**src/ccio_pkg.sv**
```systemverilog
/*
 * Shared constants and types for the compare/capture channel
 * input conditioning and output action logic.
 * Assumes a single clock domain and a word-wide control register.
 */
package ccio_pkg;

   // ==========================================================
   // Register map
   // ==========================================================
   localparam int          CCIO_ADDR_W     = 8;
   localparam int          CCIO_DATA_W     = 32;
   localparam logic [7:0]  CCIO_CTRL_OFS   = 8'h30;
   localparam logic [31:0] CCIO_CTRL_RST   = 32'h0000_0000;
   // Writable bits; unused bits 2, 4, 26 and 27 also store, other reserved positions always store and read zero
   localparam logic [31:0] CCIO_CTRL_WMASK = 32'h0f37_3f17;

   // ==========================================================
   // Field positions
   // ==========================================================
   localparam int CCIO_EDGE_LSB  = 24;
   localparam int CCIO_INPUT_FILTER_ENABLE_BIT  = 21;
   localparam int CCIO_INPUT_SOURCE_SELECT_BIT = 20;
   localparam int CCIO_EVSEL_LSB = 16;
   localparam int CCIO_EVSEL_W   = 3;
   localparam int CCIO_UF_LSB    = 12;
   localparam int CCIO_OF_LSB    = 10;
   localparam int CCIO_MA_LSB    = 8;
   localparam int CCIO_MODE_LSB  = 0;
   localparam int CCIO_EVT_CH    = 8;

   // ==========================================================
   // Timing
   // ==========================================================
   localparam int CCIO_INPUT_FILTER_ENABLE_CYCLES = 5;
   localparam int CCIO_FCNT_W      = 3;

   // ==========================================================
   // Field encodings
   // ==========================================================
   typedef enum logic [1:0]
   {
      CCIO_EDGE_RISING  = 2'h0,
      CCIO_EDGE_FALLING = 2'h1,
      CCIO_EDGE_BOTH    = 2'h2,
      CCIO_EDGE_NONE    = 2'h3
   } ccio_edge_t;

   typedef enum logic [1:0]
   {
      CCIO_ACT_NONE   = 2'h0,
      CCIO_ACT_TOGGLE = 2'h1,
      CCIO_ACT_CLEAR  = 2'h2,
      CCIO_ACT_SET    = 2'h3
   } ccio_act_t;

   typedef enum logic [1:0]
   {
      CCIO_MODE_OFF     = 2'h0,
      CCIO_MODE_CAPTURE = 2'h1,
      CCIO_MODE_COMPARE = 2'h2,
      CCIO_MODE_PWM     = 2'h3
   } ccio_mode_t;

endpackage : ccio_pkg

```
**src/ccio_cond_if.sv**
```systemverilog
/*
 * Carrier between the channel top and its input conditioner.
 * Assumes both ends share sys_clk.
 */
interface ccio_cond_if;
   import ccio_pkg::*;

   logic       sig_in;
   logic       input_filter_enable_en;
   logic [1:0] edge_sel;
   logic       edge_pulse;
   logic       level;

   modport drv
   (
      output sig_in,
      output input_filter_enable_en,
      output edge_sel,
      input  edge_pulse,
      input  level
   );

   modport cond
   (
      input  sig_in,
      input  input_filter_enable_en,
      input  edge_sel,
      output edge_pulse,
      output level
   );

endinterface : ccio_cond_if

```
**src/ccio_in_cond.sv**
```systemverilog
/*
 * Input conditioner: optional digital filter followed by the edge detector.
 * Assumes sig_in is synchronous to sys_clk.
 */
module ccio_in_cond
   import ccio_pkg::*;
#(
   parameter int INPUT_FILTER_ENABLE_CYCLES = CCIO_INPUT_FILTER_ENABLE_CYCLES
)
(
   input wire logic sys_clk,
   input wire logic reset_n,
   ccio_cond_if.cond c
);

   logic [CCIO_FCNT_W-1:0] cnt_r;
   logic [CCIO_FCNT_W-1:0] cnt_nxt;
   logic                   input_filter_enable_r;
   logic                   input_filter_enable_nxt;
   logic                   prev_r;
   logic                   prev_nxt;
   logic                   edge_r;
   logic                   edge_nxt;
   logic                   sel;

   // ==========================================================
   // Filter and edge detector
   // ==========================================================
   always_comb
   begin
      input_filter_enable_nxt = input_filter_enable_r;
      cnt_nxt  = '0;
      // A change must persist INPUT_FILTER_ENABLE_CYCLES clocks before it is accepted
      if (c.sig_in != input_filter_enable_r)
      begin
         if (cnt_r == CCIO_FCNT_W'(INPUT_FILTER_ENABLE_CYCLES - 1))
         begin
            input_filter_enable_nxt = c.sig_in;
         end
         else
         begin
            cnt_nxt = cnt_r + CCIO_FCNT_W'(1);
         end
      end
      sel      = c.input_filter_enable_en ? input_filter_enable_r : c.sig_in;
      prev_nxt = sel;
      case (c.edge_sel)
         CCIO_EDGE_RISING:  edge_nxt = sel & ~prev_r;
         CCIO_EDGE_FALLING: edge_nxt = ~sel & prev_r;
         CCIO_EDGE_BOTH:    edge_nxt = sel ^ prev_r;
         CCIO_EDGE_NONE:    edge_nxt = sel;
         default:           edge_nxt = 1'b0;
      endcase
   end

   always_ff @(posedge sys_clk or negedge reset_n)
   begin
      if (!reset_n)
      begin
         cnt_r  <= '0;
         input_filter_enable_r <= 1'b0;
         prev_r <= 1'b0;
         edge_r <= 1'b0;
      end
      else
      begin
         cnt_r  <= cnt_nxt;
         input_filter_enable_r <= input_filter_enable_nxt;
         prev_r <= prev_nxt;
         edge_r <= edge_nxt;
      end
   end

   assign c.edge_pulse = edge_r;
   assign c.level      = prev_r;

   // ==========================================================
   // Checks
   // ==========================================================
   AST_RISE_EDGE: assert property (@(posedge sys_clk) disable iff (!reset_n)
      (!c.input_filter_enable_en && c.edge_sel == CCIO_EDGE_RISING && !prev_r && c.sig_in)
      |=> c.edge_pulse)
      else $error("Rising edge not reported");

   AST_NONE_PASS: assert property (@(posedge sys_clk) disable iff (!reset_n)
      (!c.input_filter_enable_en && c.edge_sel == CCIO_EDGE_NONE) |=> (c.edge_pulse == $past(c.sig_in)))
      else $error("Pass-through mode altered the input");

   AST_INPUT_FILTER_ENABLE_GLITCH: assert property (@(posedge sys_clk) disable iff (!reset_n)
      (c.sig_in != input_filter_enable_r && cnt_r == '0) ##1 (c.sig_in == input_filter_enable_r) |=> $stable(input_filter_enable_r))
      else $error("One-cycle glitch passed the filter");

endmodule : ccio_in_cond

```
**src/ccio_channel.sv**
```systemverilog
/*
 * Compare/capture channel control: control register, input source
 * selection, conditioning and output actions on underflow, overflow
 * and compare match.
 * Assumes counter event inputs are one-cycle pulses on sys_clk and
 * that the pin and event channel inputs are synchronous to sys_clk.
 */
// Design decisions made here: the strobed register port and the address map.
// Operation
// - The edge field detects rising for 0, falling for 1, both for 2, and passes the input for 3.
// - The source bit picks the channel pin for 0 and the selected internal event channel for 1.
// - The three-bit event select field picks internal event channel N directly.
// - On underflow the output is kept, toggled, cleared or set for action 0 to 3.
// - On overflow the output is kept, toggled, cleared or set for action 0 to 3.
// - On compare match the output is kept, toggled or cleared for action 0 to 2.
// - On compare match with action 3 the output is set high.
// - The mode field selects off, input capture, output compare and PWM for 0 to 3.
module ccio_channel
   import ccio_pkg::*;
#(
   parameter int INPUT_FILTER_ENABLE_CYCLES = CCIO_INPUT_FILTER_ENABLE_CYCLES
)
(
   input  wire logic                    sys_clk,
   input  wire logic                    reset_n,
   input  wire logic [CCIO_ADDR_W-1:0]  bus_addr,
   input  wire logic [CCIO_DATA_W-1:0]  bus_wdata,
   input  wire logic                    bus_wr,
   input  wire logic                    bus_rd,
   output      logic [CCIO_DATA_W-1:0]  bus_rdata,
   input  wire logic                    channel_pin,
   input  wire logic [CCIO_EVT_CH-1:0]  internal_event_network,
   input  wire logic                    cnt_underflow,
   input  wire logic                    cnt_overflow,
   input  wire logic                    cmp_match,
   output      logic                    chan_out,
   output      logic                    edge_pulse,
   output      logic                    cond_level,
   output      logic [1:0]              chan_mode
);

   // ==========================================================
   // Output action decode
   // ==========================================================
   function automatic logic ccio_apply(input logic cur, input logic [1:0] act);
      case (act)
         CCIO_ACT_NONE:   ccio_apply = cur;
         CCIO_ACT_TOGGLE: ccio_apply = ~cur;
         CCIO_ACT_CLEAR:  ccio_apply = 1'b0;
         CCIO_ACT_SET:    ccio_apply = 1'b1;
         default:         ccio_apply = cur;
      endcase
   endfunction : ccio_apply

   logic [CCIO_DATA_W-1:0]  cc_channel_control_r;
   logic [CCIO_DATA_W-1:0]  cc_channel_control_nxt;
   logic [CCIO_DATA_W-1:0]  rdata_r;
   logic [CCIO_DATA_W-1:0]  rdata_nxt;
   logic                    out_r;
   logic                    out_nxt;
   logic [1:0]              capture_edge_select;
   logic                    input_filter_enable;
   logic                    input_source_select;
   logic [CCIO_EVSEL_W-1:0] event_channel_select;
   logic [1:0]              underflow_output_action;
   logic [1:0]              overflow_output_action;
   logic [1:0]              match_output_action;
   logic [1:0]              mode;
   logic                    ctrl_hit;
   logic                    drives_out;

   ccio_cond_if cond_bus ();

   assign capture_edge_select     = cc_channel_control_r[CCIO_EDGE_LSB +: 2];
   assign input_filter_enable     = cc_channel_control_r[CCIO_INPUT_FILTER_ENABLE_BIT];
   assign input_source_select     = cc_channel_control_r[CCIO_INPUT_SOURCE_SELECT_BIT];
   assign event_channel_select    = cc_channel_control_r[CCIO_EVSEL_LSB +: CCIO_EVSEL_W];
   assign underflow_output_action = cc_channel_control_r[CCIO_UF_LSB +: 2];
   assign overflow_output_action  = cc_channel_control_r[CCIO_OF_LSB +: 2];
   assign match_output_action     = cc_channel_control_r[CCIO_MA_LSB +: 2];
   assign mode                    = cc_channel_control_r[CCIO_MODE_LSB +: 2];
   assign ctrl_hit                = (bus_addr == CCIO_CTRL_OFS);

   // ==========================================================
   // Register port
   // ==========================================================
   always_comb
   begin
      cc_channel_control_nxt = cc_channel_control_r;
      rdata_nxt              = '0;
      if (bus_wr && ctrl_hit)
      begin
         // Reserved bits other than 2, 4, 26 and 27 are dropped even if software sets them
         cc_channel_control_nxt = bus_wdata & CCIO_CTRL_WMASK;
      end
      if (bus_rd && ctrl_hit)
      begin
         rdata_nxt = cc_channel_control_r;
      end
   end

   always_ff @(posedge sys_clk or negedge reset_n)
   begin
      if (!reset_n)
      begin
         cc_channel_control_r <= CCIO_CTRL_RST;
         rdata_r              <= '0;
      end
      else
      begin
         cc_channel_control_r <= cc_channel_control_nxt;
         rdata_r              <= rdata_nxt;
      end
   end

   // ==========================================================
   // Input source and conditioning
   // ==========================================================
   assign cond_bus.sig_in   = input_source_select ?
                              internal_event_network[event_channel_select]
                              : channel_pin;
   assign cond_bus.input_filter_enable_en  = input_filter_enable;
   assign cond_bus.edge_sel = capture_edge_select;

   ccio_in_cond #(
      .INPUT_FILTER_ENABLE_CYCLES (INPUT_FILTER_ENABLE_CYCLES)
   ) ccio_in_cond_inst (
      .sys_clk (sys_clk),
      .reset_n (reset_n),
      .c       (cond_bus.cond)
   );

   // ==========================================================
   // Output actions
   // ==========================================================
   // Only compare and PWM modes drive the output; off holds it low
   assign drives_out = (mode == CCIO_MODE_COMPARE) || (mode == CCIO_MODE_PWM);

   always_comb
   begin
      out_nxt = out_r;
      if (mode == CCIO_MODE_OFF)
      begin
         out_nxt = 1'b0;
      end
      else if (drives_out)
      begin
         // Applied in sequence so a coincident match has the last word
         if (cnt_underflow)
         begin
            out_nxt = ccio_apply(out_nxt, underflow_output_action);
         end
         if (cnt_overflow)
         begin
            out_nxt = ccio_apply(out_nxt, overflow_output_action);
         end
         if (cmp_match)
         begin
            out_nxt = ccio_apply(out_nxt, match_output_action);
         end
      end
   end

   always_ff @(posedge sys_clk or negedge reset_n)
   begin
      if (!reset_n)
      begin
         out_r <= 1'b0;
      end
      else
      begin
         out_r <= out_nxt;
      end
   end

   assign bus_rdata  = rdata_r;
   assign chan_out   = out_r;
   assign edge_pulse = cond_bus.edge_pulse;
   assign cond_level = cond_bus.level;
   assign chan_mode  = mode;

   // ==========================================================
   // Checks
   // ==========================================================
   AST_MATCH_SET: assert property (@(posedge sys_clk) disable iff (!reset_n)
      (drives_out && cmp_match && match_output_action == CCIO_ACT_SET) |=> chan_out)
      else $error("Match with set action left output low");

   AST_MATCH_CLEAR: assert property (@(posedge sys_clk) disable iff (!reset_n)
      (drives_out && cmp_match && match_output_action == CCIO_ACT_CLEAR) |=> !chan_out)
      else $error("Match with clear action left output high");

   AST_MATCH_TOGGLE: assert property (@(posedge sys_clk) disable iff (!reset_n)
      (drives_out && cmp_match && !cnt_underflow && !cnt_overflow
       && match_output_action == CCIO_ACT_TOGGLE) |=> (chan_out != $past(chan_out)))
      else $error("Match with toggle action did not toggle");

   AST_UF_SET: assert property (@(posedge sys_clk) disable iff (!reset_n)
      (drives_out && cnt_underflow && !cnt_overflow && !cmp_match
       && underflow_output_action == CCIO_ACT_SET) |=> chan_out)
      else $error("Underflow with set action left output low");

   AST_OF_CLEAR: assert property (@(posedge sys_clk) disable iff (!reset_n)
      (drives_out && cnt_overflow && !cmp_match
       && overflow_output_action == CCIO_ACT_CLEAR) |=> !chan_out)
      else $error("Overflow with clear action left output high");

   AST_OFF_LOW: assert property (@(posedge sys_clk) disable iff (!reset_n)
      (mode == CCIO_MODE_OFF) [*2] |-> !chan_out)
      else $error("Output high while channel off");

   AST_OF_SET: assert property (@(posedge sys_clk) disable iff (!reset_n)
      (drives_out && cnt_overflow && !cmp_match
       && overflow_output_action == CCIO_ACT_SET) |=> chan_out)
      else $error("Overflow with set action left output low");

   AST_UF_CLEAR: assert property (@(posedge sys_clk) disable iff (!reset_n)
      (drives_out && cnt_underflow && !cnt_overflow && !cmp_match
       && underflow_output_action == CCIO_ACT_CLEAR) |=> !chan_out)
      else $error("Underflow with clear action left output high");

   AST_CAPTURE_HOLD: assert property (@(posedge sys_clk) disable iff (!reset_n)
      (mode == CCIO_MODE_CAPTURE) [*2] |-> $stable(chan_out))
      else $error("Output changed while in capture mode");

endmodule : ccio_channel

```
**config.mk**
```make
export PLATFORM = sky130hd
export DESIGN_NAME = ccio_channel
export DESIGN_NICKNAME = d
export VERILOG_FILES = /design/src/ccio_pkg.sv /design/src/ccio_cond_if.sv /design/src/ccio_in_cond.sv /design/src/ccio_channel.sv
export SDC_FILE = /design/constraint.sdc
export NUM_CORES = 1
export LEC_CHECK = 0
export ABC_CLOCK_PERIOD_IN_PS = 3160
export BUFFER_PORTS_ARGS = -buffer_cell sky130_fd_sc_hd__buf_2
export CORE_UTILIZATION = 30
export DETAILED_ROUTE_END_ITERATION = 8
export GPL_ROUTABILITY_DRIVEN = 0
export GPL_TIMING_DRIVEN = 1
export PLACE_DENSITY = 0.54
export SETUP_SLACK_MARGIN = 0.15
export SLEW_MARGIN = 20
export SYNTH_ARGS = -nofsm -noshare
export SYNTH_HDL_FRONTEND = slang
export SYNTH_SLANG_ARGS = --single-unit
```
**constraint.sdc**
```tcl
create_clock -name sys_clk -period 3.16 [get_ports sys_clk]
set_clock_uncertainty 0.2 [all_clocks]
set_input_delay 0.316 -clock sys_clk [delete_from_list [all_inputs] [get_ports sys_clk]]
set_output_delay 0.316 -clock sys_clk [all_outputs]
set_load 0.03 [all_outputs]
```
# Yosys cells after proc, flatten, opt, wreduce, memory -nomap -nowiden
# Cells that the tools add are included.
# word_totals
ff_bits	54
in_bits	56
word_cells	64
out_inout_bits	37
# op_classes
n_bitwise	8
muxes	20
eq_ne	17
n_reduce_logical	10
add_sub_neg	1
n_lt_le_gt_ge	1
# ops
op	count
28-bit 2-to-1 mux	1
2-bit equality test (second input constant)	10
1-bit one-hot mux with 4 select lines	4
1-bit 2-to-1 mux	12
2-bit zero test	5
2-bit by 1-bit equality test with 1-bit output (second input constant)	4
8-bit by 6-bit equality test with 1-bit output (second input constant)	1
3-bit 2-to-1 mux	2
1-bit NOT	5
3-bit by 4-bit less-than comparator with 1-bit output (second input constant)	1
3-bit by 1-bit adder with 3-bit output (second input constant)	1
1-bit binary-select mux with 3-bit select	1
3-bit equality test (second input constant)	1
1-bit AND	2
1-bit logical AND	2
2-bit AND reduction	1
2-bit nonzero test	1
1-bit logical OR	1
1-bit != test	1
1-bit XOR	1

# Logic depth before layout (Yosys ltp)
# logic_depth
word_depth	15
mapped_depth	9
depth_no_buf	9

# Cells and area by module
# From an unflattened synthesis, not the netlist that was laid out.
# hier_totals
hier_cells	144
hier_area_um2	1996.9
# modules_own_cells
module	n_inst	seq_area_each_um2	cells_each	area_each_um2
ccio_channel	1	975.9	119	1682.9
ccio_in_cond	1	150.1	25	314.1

# Least setup slack after synthesis
# No wires, ideal clock.
# synth_timing
path_kind	register to register
start	reg cc_channel_control_r[16]
end	reg ccio_in_cond_inst.edge_r (netlist: ccio_in_cond_inst.c.edge_pulse)
required_ns	2.832
setup_slack_ns	0.642
setup_time_ns	0.128
arrival_time_ns	2.190
synth_period_minus_slack_ns	2.518
path_stages_with_launch	10
path_buffers	0
cell_sequence	dfrtp_1 -> mux4_1 -> mux2_4 -> mux2i_4 -> o21a_1 -> inv_1 -> ha_1 -> mux2_2 -> o21ai_0 -> o31ai_1
# synth_via
elab_chain_cells	7
elab_cells_between_ends	9
classes_between	mux (5); bitwise (4)
# synth_lines
element	line_no	rtl
from (decl)	ccio_channel.sv:55	logic [CCIO_DATA_W-1:0] cc_channel_control_r;
from (signal assigned)	ccio_channel.sv:111	cc_channel_control_r <= cc_channel_control_nxt;
1-bit binary-select mux with 3-bit select *	ccio_channel.sv:120	internal_event_network[event_channel_select]
1-bit 2-to-1 mux (implied by the code) *	ccio_channel.sv:120	
1-bit 2-to-1 mux *	ccio_channel.sv:119	assign cond_bus.sig_in = input_source_select ?
1-bit 2-to-1 mux *	ccio_in_cond.sv:45	sel = c.input_filter_enable_en ? input_filter_enable_r : c.sig_in;
named net ccio_in_cond_inst.prev_nxt	ccio_in_cond.sv:21	logic prev_nxt;
1-bit NOT	ccio_in_cond.sv:49	CCIO_EDGE_FALLING: edge_nxt = ~sel & prev_r;
1-bit AND	ccio_in_cond.sv:49	
1-bit one-hot mux with 4 select lines *	ccio_in_cond.sv:47	case (c.edge_sel)
named net ccio_in_cond_inst.edge_nxt	ccio_in_cond.sv:23	logic edge_nxt;
to (signal assigned)	ccio_in_cond.sv:70	edge_r <= edge_nxt;
to (decl)	ccio_in_cond.sv:22	logic edge_r;
# The timed path passes the listed nets; every way through them passes the cells marked *. The select of a mux whose other input is x is not followed.
# A chain may end at the register's enable or synchronous reset.

# Final worst setup path
# Same ends and word-level chain as after synthesis.

==> results by group <==
Status
  – Outcome: completed

Die
  – Top-level port count: 93
  – Site row count: 30
  – Die Y: 85.9 um
  – CORE AREA: 0.00679 mm^2
  – Initial core utilization: 31.1%
  – Total Die Area: 0.00738 mm^2
  – Die extent in x: 85.9 um

Routing
  – Number of search-and-repair iterations in the first detailed-routing pass: 4
  – Number of design-rule violations left by the first detailed-router iteration: 25
  – Per-cell via count in the routed design: 4.29
  – Total Wirelength: 4.08 mm
  – Via Count: 1406
  – Residual antenna-violating net count after detailed routing: 0
  – DRC viols: 0
  – Average wire length per cell after detail routing: 12.4 um

Yosys
  – Post-synth EDFFs: 0
  – Number of storage elements in the synthesis netlist: 45
  – Post-synthesis cell count: 164
  – Area of the mapped netlist: 0.00211 mm^2
  – FFs w/ async S/R, synth: 100%
  – Synth cell types: 39
  – Warnings, synthesis: 0
  – Share of synthesized area occupied by flip-flops and latches: 53.3%
  – Dominant register cell in the synthesized netlist: dfrtp_1
  – Synthesized area divided by synthesized cell count: 12.9 um^2

Clocking
  – Clock tree from TritonCTS: yes
  – Clock buffer count from CTS: 5
  – Clock slew seen by the registers of the worst setup and hold paths: 0.10 ns
  – Number of clock sinks: 45
  – Root buf cell: clkbuf_8
  – H-tree level count: 2
  – Post-CTS resize count: 0
  – Insertion delay to the later sink of the worst-skew pair: 0.30 ns
  – Clk buf depth: 2

Place
  – IO buf count: 66
  – Cell count after placement: 319
  – Post-DP HPWL: 2.82 mm

Cells and area
  – Fill cells: 682
  – Number of diodes: 0
  – Total Nets Final: 291
  – Commonest non-fill, non-tap cell in the layout: buf_2
  – Final non-filler cell total: 328
  – Core occupancy in the finished layout: 38.3%
  – Syn-to-layout area delta: 23.2%
  – Commonest non-fill, non-tap cells in the layout: buf_2, dfrtp_1, and3_1, conb_1, mux2_4
  – Share of cells above drive strength 1: 44.4%

Critical path
  – Critical path endpoint category: register
  – Crit Path Category: reg -> reg
  – Maximum single-stage delay on the critical path: 0.56 ns
  – Slowest stage cell, crit path: mux4_1
  – List of cells traversed by the critical path: mux4_1 > mux2_4 > mux2i_4 > o21a_1 > inv_1 > ha_1 > mux2_2 > o21ai_0 > o31ai_1
  – Worst Setup Start Kind: register
  – Arr. time, crit path: 2.68 ns
  – Worst endpoint required time: 3.15 ns
  – CP max FO: 4

Timing
  – Count of final max-slew check failures: 0
  – RSZ-0062 raised after global routing: no
  – Hold Slack: 0.0415 ns
  – Slew at the pin closest to its max-slew limit: 0.585 ns
  – Time the final worst path needs with I/O delays and setup: 2.69 ns
  – Setup Total Neg Slack: 0 ns
  – Setup violation total in the final timing report: 0
  – Hold Vio Cnt, Final: 0
  – Tightest slew margin relative to the limit: 61.0%
  – Final period utilization: 85.2%
  – Fmax: 0.371 GHz

Power
  – Overall power: 0.00127 W
  – Leakage component of the power: 1.46 nW
  – Power per standard cell area: 488 mW/mm^2
  – Largest vdd supply drop: 0.000220 V

Hold path
  – Worst min-delay path category: in -> reg

GRT
  – Pin count of the biggest net entering global routing: 46
  – Remaining global-route overflow: 0
  – Global routing usage summed across all routing layers: 11.3%
  – Number of antenna violations at the first check in global routing: 0
  – Wire length of the first global-routing pass: 6.48 mm
  – Via count of the first global-routing pass: 1323

Run
  – Max-Cap Viols: 0
[flip-flops by register name (all words and copies together) (netlist names)]
signal                                   count
bus_rdata                                   19
cc_channel_control_r                        19
ccio_in_cond_inst.cnt_r                      3
ccio_in_cond_inst.c.edge_pulse               1
ccio_in_cond_inst.c.level                    1
ccio_in_cond_inst.input_filter_enable_r      1
chan_out                                     1
[stage by stage]
stage | setup WS (ns) | area, um^2
finish | 0.467 | 2600
CTS | 0.448 | 2590
global placement | 0.509 | 2470
detailed placement | 0.461 | 2470
global route | 0.295 | 2600
floorplan | 0.642 | 2160
[final timing paths]
| kind | slack [ns] | end | startpoint | cells after the start |
|---|---|---|---|---|
| min | 0.04 | cc_channel_control_r[24] | bus_wdata[24] | 2 |
| max reg2reg | 0.47 | ccio_in_cond_inst.c.edge_pulse | cc_channel_control_r[16] | 9 |
| min in group asynchronous | 0.36 | ccio_in_cond_inst.input_filter_enable_r | reset_n | 2 |
| max | 0.47 | ccio_in_cond_inst.c.edge_pulse | cc_channel_control_r[16] | 9 |
| max in group asynchronous | 2.01 | cc_channel_control_r[8] | reset_n | 2 |
| min reg2reg | 0.28 | ccio_in_cond_inst.cnt_r[0] | ccio_in_cond_inst.cnt_r[0] | 1 |
[area by class of cell]
type	count	area (um^2)	area share, %
Clock inverter	3	47.5	1.83
Timing Repair Buffer	68	350	13.5
Tap cell	96	120	4.61
Clock buffer	5	68.8	2.64
Multi-Input combinational cell	104	865	33.2
Sequential cell	45	1130	43.2
Inverter	7	26.3	1.01
[cells in the mapped netlist, types with 2 or more instances]
master / number / area (um^2)
nor3_1: 3 / 15.0
mux4_1: 2 / 52.6
mux2_4: 11 / 165
nand2_1: 9 / 33.8
dfrtp_1: 45 / 1130
ha_1: 4 / 50.1
o21ai_0: 5 / 25.0
and3_1: 18 / 113
nand3_1: 2 / 10.0
a21oi_1: 2 / 10.0
inv_1: 7 / 26.3
mux2_2: 10 / 113
clkbuf_2: 2 / 10.0
nor2_1: 4 / 15.0
buf_4: 15 / 113
clkbuf_1: 2 / 7.51
[kinds of logic after synthesis]
family          after synthesis  share of synthesized area (%)
compound gates               16                           5.15
xor+xnor                      1                          0.770
fa+ha+maj                     4                           2.37
buf+inv                      27                           7.93
flops                        45                           53.3
mux                          25                           17.2
other cells                   1                          0.177
simple gates                 45                           13.1
[power breakdown]
part | internal, W | total (W) | switching [W]
combinational | 0.0000795 | 0.000176 | 0.0000963
sequential | 0.000609 | 0.000643 | 0.0000340
clock | 0.000241 | 0.000452 | 0.000211
total | 0.000930 | 0.00127 | 0.000341
[worst max-delay path, delay by kind of cell (launching register included)]
kind | cells | cell delay (ns)
buf+inv | 1 | 0.06
flops | 1 | 0.41
fa+ha+maj | 1 | 0.17
mux | 4 | 1.32
compound gates | 3 | 0.43
[per-layer routing]
| layer | track usage [%] | up-vias | wire, um |
|---|---|---|---|
| met5 | 0 | - | 0 |
| met4 | 2.88 | 0 | 43 |
| met3 | 3.27 | 4 | 200 |
| met2 | 17.7 | 54 | 1900 |
| met1 | 15.5 | 666 | 1930 |
| li1 | - | 682 | - |
[what timing repair did]
action                    CTS  global route
hold endpoints to repair    0            45
setup buffers               0             0
hold buffers                0             1
No activity file was read; power rests on OpenSTA's default activity.
